## config.mk

```make
export PLATFORM = sky130hd
export DESIGN_NAME = standby_wake_control
export DESIGN_NICKNAME = d
export VERILOG_FILES = /design/src/rtl/standby_wake_pkg.sv /design/src/rtl/standby_wake_control.sv /design/src/rtl/settle_counter.sv
export VERILOG_INCLUDE_DIRS = /design/src /design/src/rtl
export SDC_FILE = /design/constraint.sdc
export NUM_CORES = 1
export LEC_CHECK = 0
export BUFFER_PORTS_ARGS = -buffer_cell sky130_fd_sc_hd__buf_2
export CORE_MARGIN = 2
export CORE_UTILIZATION = 30
export CTS_CLUSTER_SIZE = 20
export DETAILED_ROUTE_END_ITERATION = 16
export PLACE_DENSITY = 0.45
export SLEW_MARGIN = 20
export SYNTH_ARGS = -nofsm -noshare
export SYNTH_HDL_FRONTEND = slang
export SYNTH_SLANG_ARGS = --single-unit
```

## constraint.sdc

```tcl
create_clock -name clock -period 6.4 [get_ports clock]
set_input_delay 0.96 -clock clock [delete_from_list [all_inputs] [get_ports clock]]
set_output_delay 0.96 -clock clock [all_outputs]
set_load 0.02 [all_outputs]
```

## src/rtl/standby_wake_regs.svh

```systemverilog
`ifndef STANDBY_WAKE_REGS_SVH
`define STANDBY_WAKE_REGS_SVH

// register addresses on the cpu data port
`define SETTLE_SEL_ADDR 16'hFFFA
`define REQ_FLAGS_ADDR 16'hFFE2
`define MASK_FLAGS_ADDR 16'hFFE6
`define KEY_CTL_ADDR 16'hFFF6

// reset values
`define SETTLE_SEL_RESET 3'h4
`define REQ_FLAGS_RESET 8'h00
`define MASK_FLAGS_RESET 8'hFF
`define KEY_CTL_RESET 2'h2

// field positions
`define WATCH_FLAG_BIT 0
`define WATCH_MASK_BIT 0
`define KEY_FLAG_BIT 0
`define KEY_MASK_BIT 1
`define SETTLE_SEL_W 3
`define KEY_CTL_W 2

// settle codes
`define SETTLE_CODE_0 3'h0
`define SETTLE_CODE_1 3'h1
`define SETTLE_CODE_2 3'h2
`define SETTLE_CODE_3 3'h3
`define SETTLE_CODE_4 3'h4

// settle waits in main system clock periods
`define SETTLE_CYC_0 4096
`define SETTLE_CYC_1 16384
`define SETTLE_CYC_2 32768
`define SETTLE_CYC_3 65536
`define SETTLE_CYC_4 131072
// wait after reset, in oscillator periods
`define RESET_SETTLE_CYC 131072
// counter width able to hold the longest doubled wait
`define SETTLE_CNT_W 19

`endif

```

## src/rtl/standby_wake_pkg.sv

```systemverilog
package standby_wake_pkg;

typedef enum logic [2:0] {
    ST_RUN,
    ST_HALT,
    ST_STOP,
    ST_OSC_WAIT,
    ST_SETTLE
} standby_state_t;

typedef struct packed {
    standby_state_t state;
    logic [7:0] req_flags;
    logic [7:0] mask_flags;
    logic [1:0] key_ctl;
    logic [2:0] settle_sel;
    logic [7:0] key_sync1;
    logic [7:0] key_sync2;
    logic [7:0] key_prev;
    logic osc_sync1;
    logic osc_sync2;
    logic reset_wait;
    logic release_req;
    logic resume;
    logic [7:0] rd_data;
} standby_regs_t;

endpackage

```

## src/rtl/standby_wake_control.sv

```systemverilog
`timescale 1ns/1ps
`include "standby_wake_regs.svh"

// Overview of operation
// - test event sets its flag, no vectoring
// - each test event raises standby release request
// - two sources: watch overflow, key port falls
// - watch overflow sets the watch flag
// - any key pin falling sets key flag
// - key flag holds until software clears it
// - reset loads request flags with zero
// - mask gates watch release; reset masks all
// - key control enables key release; reset 02
// - halt stops cpu clock, oscillator keeps running
// - stop turns the main oscillator off
// - standby keeps every register and latch except the oscillator synchroniser, cleared in stop
// - select code picks 2^12..2^17 clock wait
// - wait counts main clock, doubled when main clock is halved
// - settle select register resets to code four
// - reset release waits 2^17 oscillator periods
// - counting starts only once oscillation runs
// - unmasked interrupt ends halt
// - unmasked test ends halt; masked stays
// - unmasked test ends stop after the wait
// - pending interrupt at stop skips stop, runs the settle wait

module standby_wake_control
    import standby_wake_pkg::*;
#(
    parameter int SETTLE_CYC_0 = `SETTLE_CYC_0,
    // longer waits follow the shortest and keep their fixed ratios,
    // so a single override scales the whole table
    parameter int SETTLE_CYC_1 =
        SETTLE_CYC_0 * (`SETTLE_CYC_1 / `SETTLE_CYC_0),
    parameter int SETTLE_CYC_2 =
        SETTLE_CYC_0 * (`SETTLE_CYC_2 / `SETTLE_CYC_0),
    parameter int SETTLE_CYC_3 =
        SETTLE_CYC_0 * (`SETTLE_CYC_3 / `SETTLE_CYC_0),
    parameter int SETTLE_CYC_4 =
        SETTLE_CYC_0 * (`SETTLE_CYC_4 / `SETTLE_CYC_0),
    parameter int RESET_SETTLE_CYC =
        SETTLE_CYC_0 * (`RESET_SETTLE_CYC / `SETTLE_CYC_0)
) (
    input wire logic clock,
    input wire logic rst,
    input wire logic [15:0] cpu_addr,
    input wire logic cpu_wr,
    input wire logic cpu_rd,
    input wire logic [7:0] cpu_wdata,
    output logic [7:0] cpu_rdata,
    input wire logic halt_exec,
    input wire logic stop_exec,
    input wire logic irq_pending,
    input wire logic watch_overflow_event,
    input wire logic [7:0] key_port_pins,
    input wire logic oscillation_divide_select,
    input wire logic osc_running,
    output logic cpu_clock_enable,
    output logic osc_enable,
    output logic halt_active,
    output logic stop_active,
    output logic release_req,
    output logic resume
);

localparam int CW = `SETTLE_CNT_W;
localparam int MAX_CYC = 1 << (CW - 2);

if (SETTLE_CYC_0 < 1 || SETTLE_CYC_0 > MAX_CYC ||
    SETTLE_CYC_1 < 1 || SETTLE_CYC_1 > MAX_CYC ||
    SETTLE_CYC_2 < 1 || SETTLE_CYC_2 > MAX_CYC ||
    SETTLE_CYC_3 < 1 || SETTLE_CYC_3 > MAX_CYC ||
    SETTLE_CYC_4 < 1 || SETTLE_CYC_4 > MAX_CYC ||
    RESET_SETTLE_CYC < 1 || RESET_SETTLE_CYC > MAX_CYC) begin : g_chk
    $error("standby_wake_control: settle count out of range");
end

standby_regs_t cur_ff;
standby_regs_t nxt_cur;
logic key_fall;
logic wake_test;
logic wake_any;
logic settle_run;
logic settle_done;
logic [CW-1:0] base_cyc;
logic [CW-1:0] settle_target;

////////////////////////////////////////////////////////////////////////////
// settle wait length

always_comb begin
    unique case (cur_ff.settle_sel)
        `SETTLE_CODE_0: base_cyc = CW'(SETTLE_CYC_0);
        `SETTLE_CODE_1: base_cyc = CW'(SETTLE_CYC_1);
        `SETTLE_CODE_2: base_cyc = CW'(SETTLE_CYC_2);
        `SETTLE_CODE_3: base_cyc = CW'(SETTLE_CYC_3);
        `SETTLE_CODE_4: base_cyc = CW'(SETTLE_CYC_4);
        // prohibited codes fall back to the longest wait, the safe side
        default: base_cyc = CW'(SETTLE_CYC_4);
    endcase
end

// the block runs on the oscillator; an undivided main clock doubles
// nothing, a halved one needs twice the oscillator periods
always_comb begin
    if (cur_ff.reset_wait) begin
        settle_target = CW'(RESET_SETTLE_CYC);
    end else if (oscillation_divide_select) begin
        settle_target = base_cyc;
    end else begin
        settle_target = {base_cyc[CW-2:0], 1'b0};
    end
end

assign settle_run = (cur_ff.state == ST_SETTLE);

settle_counter #(
    .CNT_W(CW)
) u_settle (
    .clock(clock),
    .rst(rst),
    .run(settle_run),
    .target(settle_target),
    .done(settle_done)
);

////////////////////////////////////////////////////////////////////////////
// test inputs and wake decision

// synchronised key pins, edge taken on the second stage only
assign key_fall = |(cur_ff.key_prev & ~cur_ff.key_sync2);

assign wake_test =
    (cur_ff.req_flags[`WATCH_FLAG_BIT] &
     ~cur_ff.mask_flags[`WATCH_MASK_BIT]) |
    (cur_ff.key_ctl[`KEY_FLAG_BIT] &
     ~cur_ff.key_ctl[`KEY_MASK_BIT]);
assign wake_any = irq_pending | wake_test;

always_comb begin
    nxt_cur = cur_ff;
    nxt_cur.resume = 1'b0;
    nxt_cur.key_sync1 = key_port_pins;
    nxt_cur.key_sync2 = cur_ff.key_sync1;
    nxt_cur.key_prev = cur_ff.key_sync2;
    nxt_cur.osc_sync1 = osc_running;
    nxt_cur.osc_sync2 = cur_ff.osc_sync1;
    // a stopped oscillator must not leave a stale running indication
    // in the synchroniser, or the wait would start before oscillation
    if (cur_ff.state == ST_STOP) begin
        nxt_cur.osc_sync1 = 1'b0;
        nxt_cur.osc_sync2 = 1'b0;
    end
    // events only flag and request release; no vector is produced
    nxt_cur.release_req = watch_overflow_event | key_fall;

    // register writes; hardware set wins over a same-cycle clear
    if (cpu_wr) begin
        unique case (cpu_addr)
            `SETTLE_SEL_ADDR: begin
                nxt_cur.settle_sel = cpu_wdata[`SETTLE_SEL_W-1:0];
            end
            `REQ_FLAGS_ADDR: begin
                nxt_cur.req_flags = cpu_wdata;
            end
            `MASK_FLAGS_ADDR: begin
                nxt_cur.mask_flags = cpu_wdata;
            end
            `KEY_CTL_ADDR: begin
                nxt_cur.key_ctl = cpu_wdata[`KEY_CTL_W-1:0];
            end
            default: begin
            end
        endcase
    end
    if (watch_overflow_event) begin
        nxt_cur.req_flags[`WATCH_FLAG_BIT] = 1'b1;
    end
    if (key_fall) begin
        nxt_cur.key_ctl[`KEY_FLAG_BIT] = 1'b1;
    end

    // registered read; unmapped addresses read zero
    if (cpu_rd) begin
        unique case (cpu_addr)
            `SETTLE_SEL_ADDR: nxt_cur.rd_data = {5'h00, cur_ff.settle_sel};
            `REQ_FLAGS_ADDR: nxt_cur.rd_data = cur_ff.req_flags;
            `MASK_FLAGS_ADDR: nxt_cur.rd_data = cur_ff.mask_flags;
            `KEY_CTL_ADDR: nxt_cur.rd_data = {6'h00, cur_ff.key_ctl};
            default: nxt_cur.rd_data = 8'h00;
        endcase
    end

    // standby keeps register contents; the case below changes only state, resume and reset_wait
    unique case (cur_ff.state)
        ST_RUN: begin
            if (stop_exec) begin
                if (wake_any) begin
                    nxt_cur.state = ST_SETTLE;
                end else begin
                    nxt_cur.state = ST_STOP;
                end
            end else if (halt_exec) begin
                nxt_cur.state = ST_HALT;
            end
        end
        ST_HALT: begin
            if (wake_any) begin
                nxt_cur.state = ST_RUN;
                nxt_cur.resume = 1'b1;
            end
        end
        ST_STOP: begin
            if (wake_any) begin
                nxt_cur.state = ST_OSC_WAIT;
            end
        end
        ST_OSC_WAIT: begin
            if (cur_ff.osc_sync2) begin
                nxt_cur.state = ST_SETTLE;
            end
        end
        ST_SETTLE: begin
            if (settle_done) begin
                nxt_cur.state = ST_RUN;
                nxt_cur.resume = 1'b1;
                nxt_cur.reset_wait = 1'b0;
            end
        end
    endcase
end

always_ff @(posedge clock or posedge rst) begin
    if (rst) begin
        // reset release waits for oscillation, then the reset wait
        cur_ff.state <= ST_OSC_WAIT;
        cur_ff.req_flags <= `REQ_FLAGS_RESET;
        cur_ff.mask_flags <= `MASK_FLAGS_RESET;
        cur_ff.key_ctl <= `KEY_CTL_RESET;
        cur_ff.settle_sel <= `SETTLE_SEL_RESET;
        // pins idle high, so no false edge right after reset
        cur_ff.key_sync1 <= 8'hFF;
        cur_ff.key_sync2 <= 8'hFF;
        cur_ff.key_prev <= 8'hFF;
        cur_ff.osc_sync1 <= 1'b0;
        cur_ff.osc_sync2 <= 1'b0;
        cur_ff.reset_wait <= 1'b1;
        cur_ff.release_req <= 1'b0;
        cur_ff.resume <= 1'b0;
        cur_ff.rd_data <= 8'h00;
    end else begin
        cur_ff <= nxt_cur;
    end
end

assign cpu_rdata = cur_ff.rd_data;
assign cpu_clock_enable = (cur_ff.state == ST_RUN);
assign osc_enable = (cur_ff.state != ST_STOP);
assign halt_active = (cur_ff.state == ST_HALT);
assign stop_active = (cur_ff.state == ST_STOP);
assign release_req = cur_ff.release_req;
assign resume = cur_ff.resume;

////////////////////////////////////////////////////////////////////////////
// checks

logic [CW-1:0] dwell_ff;

always_ff @(posedge clock or posedge rst) begin
    if (rst) begin
        dwell_ff <= '0;
    end else if (cur_ff.state == ST_SETTLE) begin
        dwell_ff <= dwell_ff + 1'b1;
    end else begin
        dwell_ff <= '0;
    end
end
endmodule // standby_wake_control

```

## src/rtl/settle_counter.sv

```systemverilog
`timescale 1ns/1ps
`include "standby_wake_regs.svh"

module settle_counter #(
    parameter int CNT_W = `SETTLE_CNT_W
) (
    input wire logic clock,
    input wire logic rst,
    input wire logic run,
    input wire logic [CNT_W-1:0] target,
    output logic done
);

typedef struct packed {
    logic [CNT_W-1:0] count;
} settle_cnt_t;

settle_cnt_t cur_ff;
settle_cnt_t nxt_cur;

if (CNT_W < 2) begin : g_width_check
    $error("settle_counter: CNT_W too small");
end

// counting from zero while run is held; done on the last cycle
assign done = run && (cur_ff.count == target - 1'b1);

always_comb begin
    nxt_cur = cur_ff;
    if (!run) begin
        nxt_cur.count = '0;
    end else if (!done) begin
        nxt_cur.count = cur_ff.count + 1'b1;
    end
end

always_ff @(posedge clock or posedge rst) begin
    if (rst) begin
        cur_ff <= '0;
    end else begin
        cur_ff <= nxt_cur;
    end
end

endmodule // settle_counter

```

==> impl_metrics.toml, run 1 <==
[status]
status = "finished clean"

[worst_setup_path]
crit_required_ns = 6.65
start_kind = "primary input"
path_cells = "buf_2 > or3b_1 > nand2b_1 > ha_1 > xnor2_1 > nor4_1 > a31o_2 > a22o_1 > and4_4 > or4_1 > a21oi_1"
cp-end-kind = "flop"
max_stage_delay_ns = 0.49
path_max_fanout = 32
slowest_stage = "or4_1"
crit_type = "in -> reg"
arrival_ns = 3.62

[timing]
tns_ns = 0
finalHoldViolCount = 0
finalSetupViolations = 0
slew_headroom = 0.354
holdWs_ns = 0.348
fin_ws_ns = 3.03
finClkSkew_ns = 0.00804
fmax_mhz = 297
rsz0062_at_grt = "false"
tightest_slew_ns = 0.968
min_period_ns = 3.37
fin_crit_sh = 0.527
final_max_slew_viol_count = 0

[floorplanning]
core.rowCount = 40
dieArea_sq_um = 13400
die_h_microns = 116
start_util = 0.310
ios = 56
coreArea_sq_um = 12100
die_w_microns = 116

[drt]
drc_errors = 0
antenna_left = 0
firstDrtPassIters = 4
num_vias = 2683
drt_wl_total_microns = 7700
viasPerCell = 4.82
post_drt_wl_per_cell_microns = 13.8
initialDrtViolationCount = 178

[place]
post-place-ws_ns = 2.71
place_hpwl_microns = 5170
numPlacedInstances = 541
globalplace.congestion = 0.758
numPortBuffers = 55

[clock_network]
cts_buffers = 9
htreeDepth = 3
hold_buffers = 0
clkTransAtPathRegs_ns = 0.06
cts.sinks = 80
clk_path_buf_depth = 2
cts.repair.resized = 0
cts_root_buffer = "clkbuf_16"
cts_tree = "built"
post-cts-setup-buffer-count = 0
worstSkewPairLatency_ns = 0.34

[finish]
fin_util = 0.365
num-nets-final = 428
syn_to_final_growth_pct = 18.0
diodes = 0
fin_cells = 557
drive_above_1_share = 0.342

[min_path]
hp-class = "reg -> reg"

[synth]
syn_area_sq_um = 3740
synth_flop_cell = "dfrtp_1"
async_flop_share = 1.00
ys_types = 48
synth-seq-cells = 80
ys_seq_area_frac = 0.548
synth_cells = 341
syn_nets = 385
yosys_warnings = 0
synth_edf_count = 0
avgSynthCellArea_sq_um = 11.0

[global_route]
grt_max_degree = 81
grt_pass1_vias = 2623
gr-total-overflow = 0
antenna_found_initial = 0
grt_util_all_layers = 0.123
grt_first_pass_wirelength_microns = 12700

[run]
timing.max_cap.violations = 0

[power]
p_leak_nw = 1.91
p_per_area_nw_per_um2 = 287
peakVddDrop_mv = 0.112
## layout by cell type, fill, tap and decap left out, drive strengths merged, types with 8 or more instances in the layout
cell	instances
buf	56
dfstp	37
nor3	8
or4	9
clkbuf	12
nor2	16
and3	8
dfrtp	43
inv	15
mux2	20
nand2	22
nand3	13
a21oi	21
o21ai	8
o22ai	8
## state kept, by name, summed over array words and instances, names as in the netlist
register and cells:
cur_ff 51, resume 1, cpu_rdata 8, u_settle.cur_ff 19, release_req 1
## final timing paths
kind	slack, ns	to	from	cells after the start
max	3.03	u_settle.cur_ff[18]$_DFFE_PP0P_	oscillation_divide_select	11
min	0.35	cur_ff[23]$_DFF_PP1_	cur_ff[31]$_DFF_PP1_	0
max reg2reg	3.36	u_settle.cur_ff[18]$_DFFE_PP0P_	cur_ff[10]$_DFFE_PP1N_	10
min reg2reg	0.35	cur_ff[23]$_DFF_PP1_	cur_ff[31]$_DFF_PP1_	0
max in group asynchronous	5.09	cpu_rdata[1]$_DFFE_PP0P_	rst	3
min in group asynchronous	0.81	release_req$_DFF_PP0_	rst	3
## synthesized netlist by cell type (6+ instances only)
cell      instances  area share
nor2b_1           7       0.012
a22oi_1           6       0.012
nor2_1           16       0.016
and3_1            8       0.013
nand3_1          13       0.017
or3_1             6       0.010
buf_4             8       0.016
a21oi_1          21       0.028
o22ai_1           8       0.013
nand4_1           7       0.012
nor3_1            7      0.0094
inv_1            16       0.016
o21ai_0           6      0.0080
dfrtp_1          43        0.29
nand2_1          22       0.022
or4_1             9       0.018
mux2_2           20       0.060
dfstp_2          37        0.26
clkbuf_1          8      0.0080
## cell type report
type	count	area [sq um]
inverter	16	61.3
fill	1224	7650
multi-input combinational	221	1470
timing repair buffer	56	287
sequential	80	2050
clock inverter	4	48.8
tap	168	210
clock buffer	12	279
## layer usage
layer	GRT usage	up-vias	wire (microns)
met5	0	-	0
met4	0.0562	0	128
met3	0.0382	12	401
met2	0.196	51	3600
met1	0.154	1302	3570
li1	-	1318	-
## worst max-delay path: cells and delay by family
| family | cells | cell delay, ns |
|---|---|---|
| and+or+nand+nor | 5 | 1.41 |
| adders and majority gates | 1 | 0.28 |
| AOI/OAI and AO/OA | 3 | 0.56 |
| buffers and inverters | 1 | 0.14 |
| xor gates and xnor gates | 1 | 0.25 |
## logic make-up after synthesis
logic type,count (synthesis),share of synthesized area
simple gates,117,0.174
flops,80,0.548
compound gates,69,0.122
buf+inv,40,0.0576
mux,24,0.0710
xor+xnor,9,0.0211
fa+ha+maj,2,0.00670
## power breakdown
group          switching, mW  leakage (nW)  internal (mW)
clock                  0.204         0.163          0.349
combinational         0.0971         0.792         0.0543
sequential            0.0223         0.957          0.539
total                  0.323          1.91          0.942
## metrics by stage
step,cell area (sq um),power [mW]
3_5_place_dp,4080,0.724
6_report,4410,1.27
2_1_floorplan,3740,0.675
3_3_place_gp,4080,0.723
4_1_cts,4400,1.29
5_1_grt,4410,1.33
Power figures use the tool's default switching activity.
==> run 2, diff against run 1 <==
==> constraint.sdc (replaced) <==
create_clock -name clock -period 3.16 [get_ports clock]
set_input_delay 0.474 -clock clock [delete_from_list [all_inputs] [get_ports clock]]
set_output_delay 0.474 -clock clock [all_outputs]
set_load 0.02 [all_outputs]
==> run 2 against run 1 <==
Sequential cell count unchanged. Worst hold slack worse by 0.13 ns. Count of clock-buffer cells in the layout is 3 lower. Worst setup slack worse by 2.8 ns. Critical endpoint is now u_settle.cur_ff[17]$_DFFE_PP0P_. Design area grew 0.99%. Total power is 91% higher. Combinational power increased by 110%. Sequential share of layout area shrank 0.46 points. Critical path type is now reg -> reg.
==> impl_metrics.toml, run 2 (synthesized netlist as in run 1, its figures left out) <==
[status]
status = "finished clean"

[drt]
drt_wl_total_microns = 7890
drc_errors = 0
wl_met3_microns = 362
wl_met1_microns = 3560
firstDrtPassIters = 4
topRoutingLayerUsed = "met4"
initialDrtViolationCount = 115
num_vias = 2746
viasPerCell = 4.84
post_drt_wl_per_cell_microns = 13.9
antenna_left = 0
met2_length_microns = 3850

[clock_network]
cts_tree = "built"
cts_buffers = 9
hold_buffers = 0
worstSkewPairLatency_ns = 0.34
clk_path_buf_depth = 2
cts_root_buffer = "clkbuf_16"
htreeDepth = 3
cts.sinks = 80
cts.repair.resized = 0
clkTransAtPathRegs_ns = 0.06
post-cts-setup-buffer-count = 0

[worst_setup_path]
critical-path-top-delay-family = "simple AND/OR/NAND/NOR gates"
slowest_stage = "or4_1"
crit_type = "reg -> reg"
worstReg2RegStart = "cur_ff[10]$_DFFE_PP1N_"
reg2reg_depth = 9
path_cells = "or3b_1 > nand2b_1 > ha_1 > mux2i_1 > a311oi_1 > xor2_1 > and4_4 > or4_1 > a21oi_1"
crit_cells = 9
crit_required_ns = 3.41
cp_num_buf_inv = 0
cp-end-kind = "flop"
reg2reg_slack_ns = 0.26
r2r-end = "u_settle.cur_ff[17]$_DFFE_PP0P_"
endpoint = "u_settle.cur_ff[17]$_DFFE_PP0P_"
startpoint = "cur_ff[10]$_DFFE_PP1N_"
start_kind = "flop"
path_max_fanout = 32
arrival_ns = 3.16
max_stage_delay_ns = 0.49

[floorplanning]
die_w_microns = 116
start_util = 0.310
die_h_microns = 116
ios = 56
core.rowCount = 40
dieArea_sq_um = 13400
coreArea_sq_um = 12100

[place]
numPortBuffers = 55
post-place-ws_ns = 0.0379
dpl_cell_area_sq_um = 4160
numPlacedInstances = 551
globalplace.congestion = 0.804
place_hpwl_microns = 5370

[timing]
slew_headroom = 0.563
finalHoldViolCount = 0
fmax_mhz = 344
finClkSkew_ns = 0.00605
holdWs_ns = 0.221
fin_ws_ns = 0.255
rsz0062_at_grt = "false"
fin_crit_sh = 0.919
tightest_slew_ns = 0.654
tns_ns = 0
final_max_slew_viol_count = 0
min_period_ns = 2.90
finalSetupViolations = 0

[global_route]
grt_max_degree = 81
gr-total-overflow = 0
antenna_found_initial = 0
grt_util_all_layers = 0.129
grt_first_pass_wirelength_microns = 13300
grt_pass1_vias = 2735

[finish]
largest_register = "cur_ff"
diodes = 0
seqCellArea_sq_um = 2050
multiInputGateArea_sq_um = 1480
layout_commonest_cell = "buf_2"
drive_above_1_share = 0.361
syn_to_final_growth_pct = 19.1
num-nets-final = 438
final_cell_mix = "buf_2 (55), dfrtp_1 (43), dfstp_2 (37), nand2_1 (22), a21oi_1 (21)"
stdcell_area_sq_um = 4450
fin_util = 0.369
fin_cells = 567
fill_cells = 1204
largest_reg_flops = 51

[power]
p_leak_nw = 1.94
peakVddDrop_mv = 0.203
power_mw = 2.41
p_per_area_nw_per_um2 = 542

[run]
timing.max_cap.violations = 0

[min_path]
hp-class = "in -> async"
==> run 2: routing by layer <==
layer,vias up,GRT usage
met5,-,0
li1,1338,-
met1,1341,0.163
met2,57,0.209
met4,0,0.0562
met3,10,0.0335
==> run 2: layout make-up <==
type                            instances  area share
Clock inverter                          7      0.0124
Clock buffer                            9      0.0506
Sequential cell                        80       0.460
Multi-Input combinational cell        221       0.333
Tap cell                              168      0.0472
Inverter                               16      0.0138
Timing Repair Buffer                   66      0.0832
==> run 2: worst min-delay path by stage <==
stage,from,cells past startpoint,end,slack (ns)
2_1_floorplan,cur_ff[29]$_DFF_PP1_,0,cur_ff[21]$_DFF_PP1_,0.35
3_5_place_dp,cur_ff[31]$_DFF_PP1_,0,cur_ff[23]$_DFF_PP1_,0.35
3_3_place_gp,cur_ff[32]$_DFF_PP1_,0,cur_ff[24]$_DFF_PP1_,0.35
6_report,rst,3,cur_ff[52]$_DFFE_PP0P_,0.22
5_1_grt,key_port_pins[6],1,cur_ff[35]$_DFF_PP1_,0.22
4_1_cts,key_port_pins[3],1,cur_ff[32]$_DFF_PP1_,0.22
==> run 2: power by group <==
part	switching, mW	internal, mW
clock	0.426	0.538
combinational	0.198	0.114
sequential	0.0461	1.09
==> run 2: worst register-to-register path: stages (launching register included) <==
cell	delay, ns
dfstp_2	0.38
or3b_1	0.38
nand2b_1	0.18
ha_1	0.30
mux2i_1	0.15
a311oi_1	0.34
xor2_1	0.14
and4_4	0.31
or4_1	0.50
a21oi_1	0.15
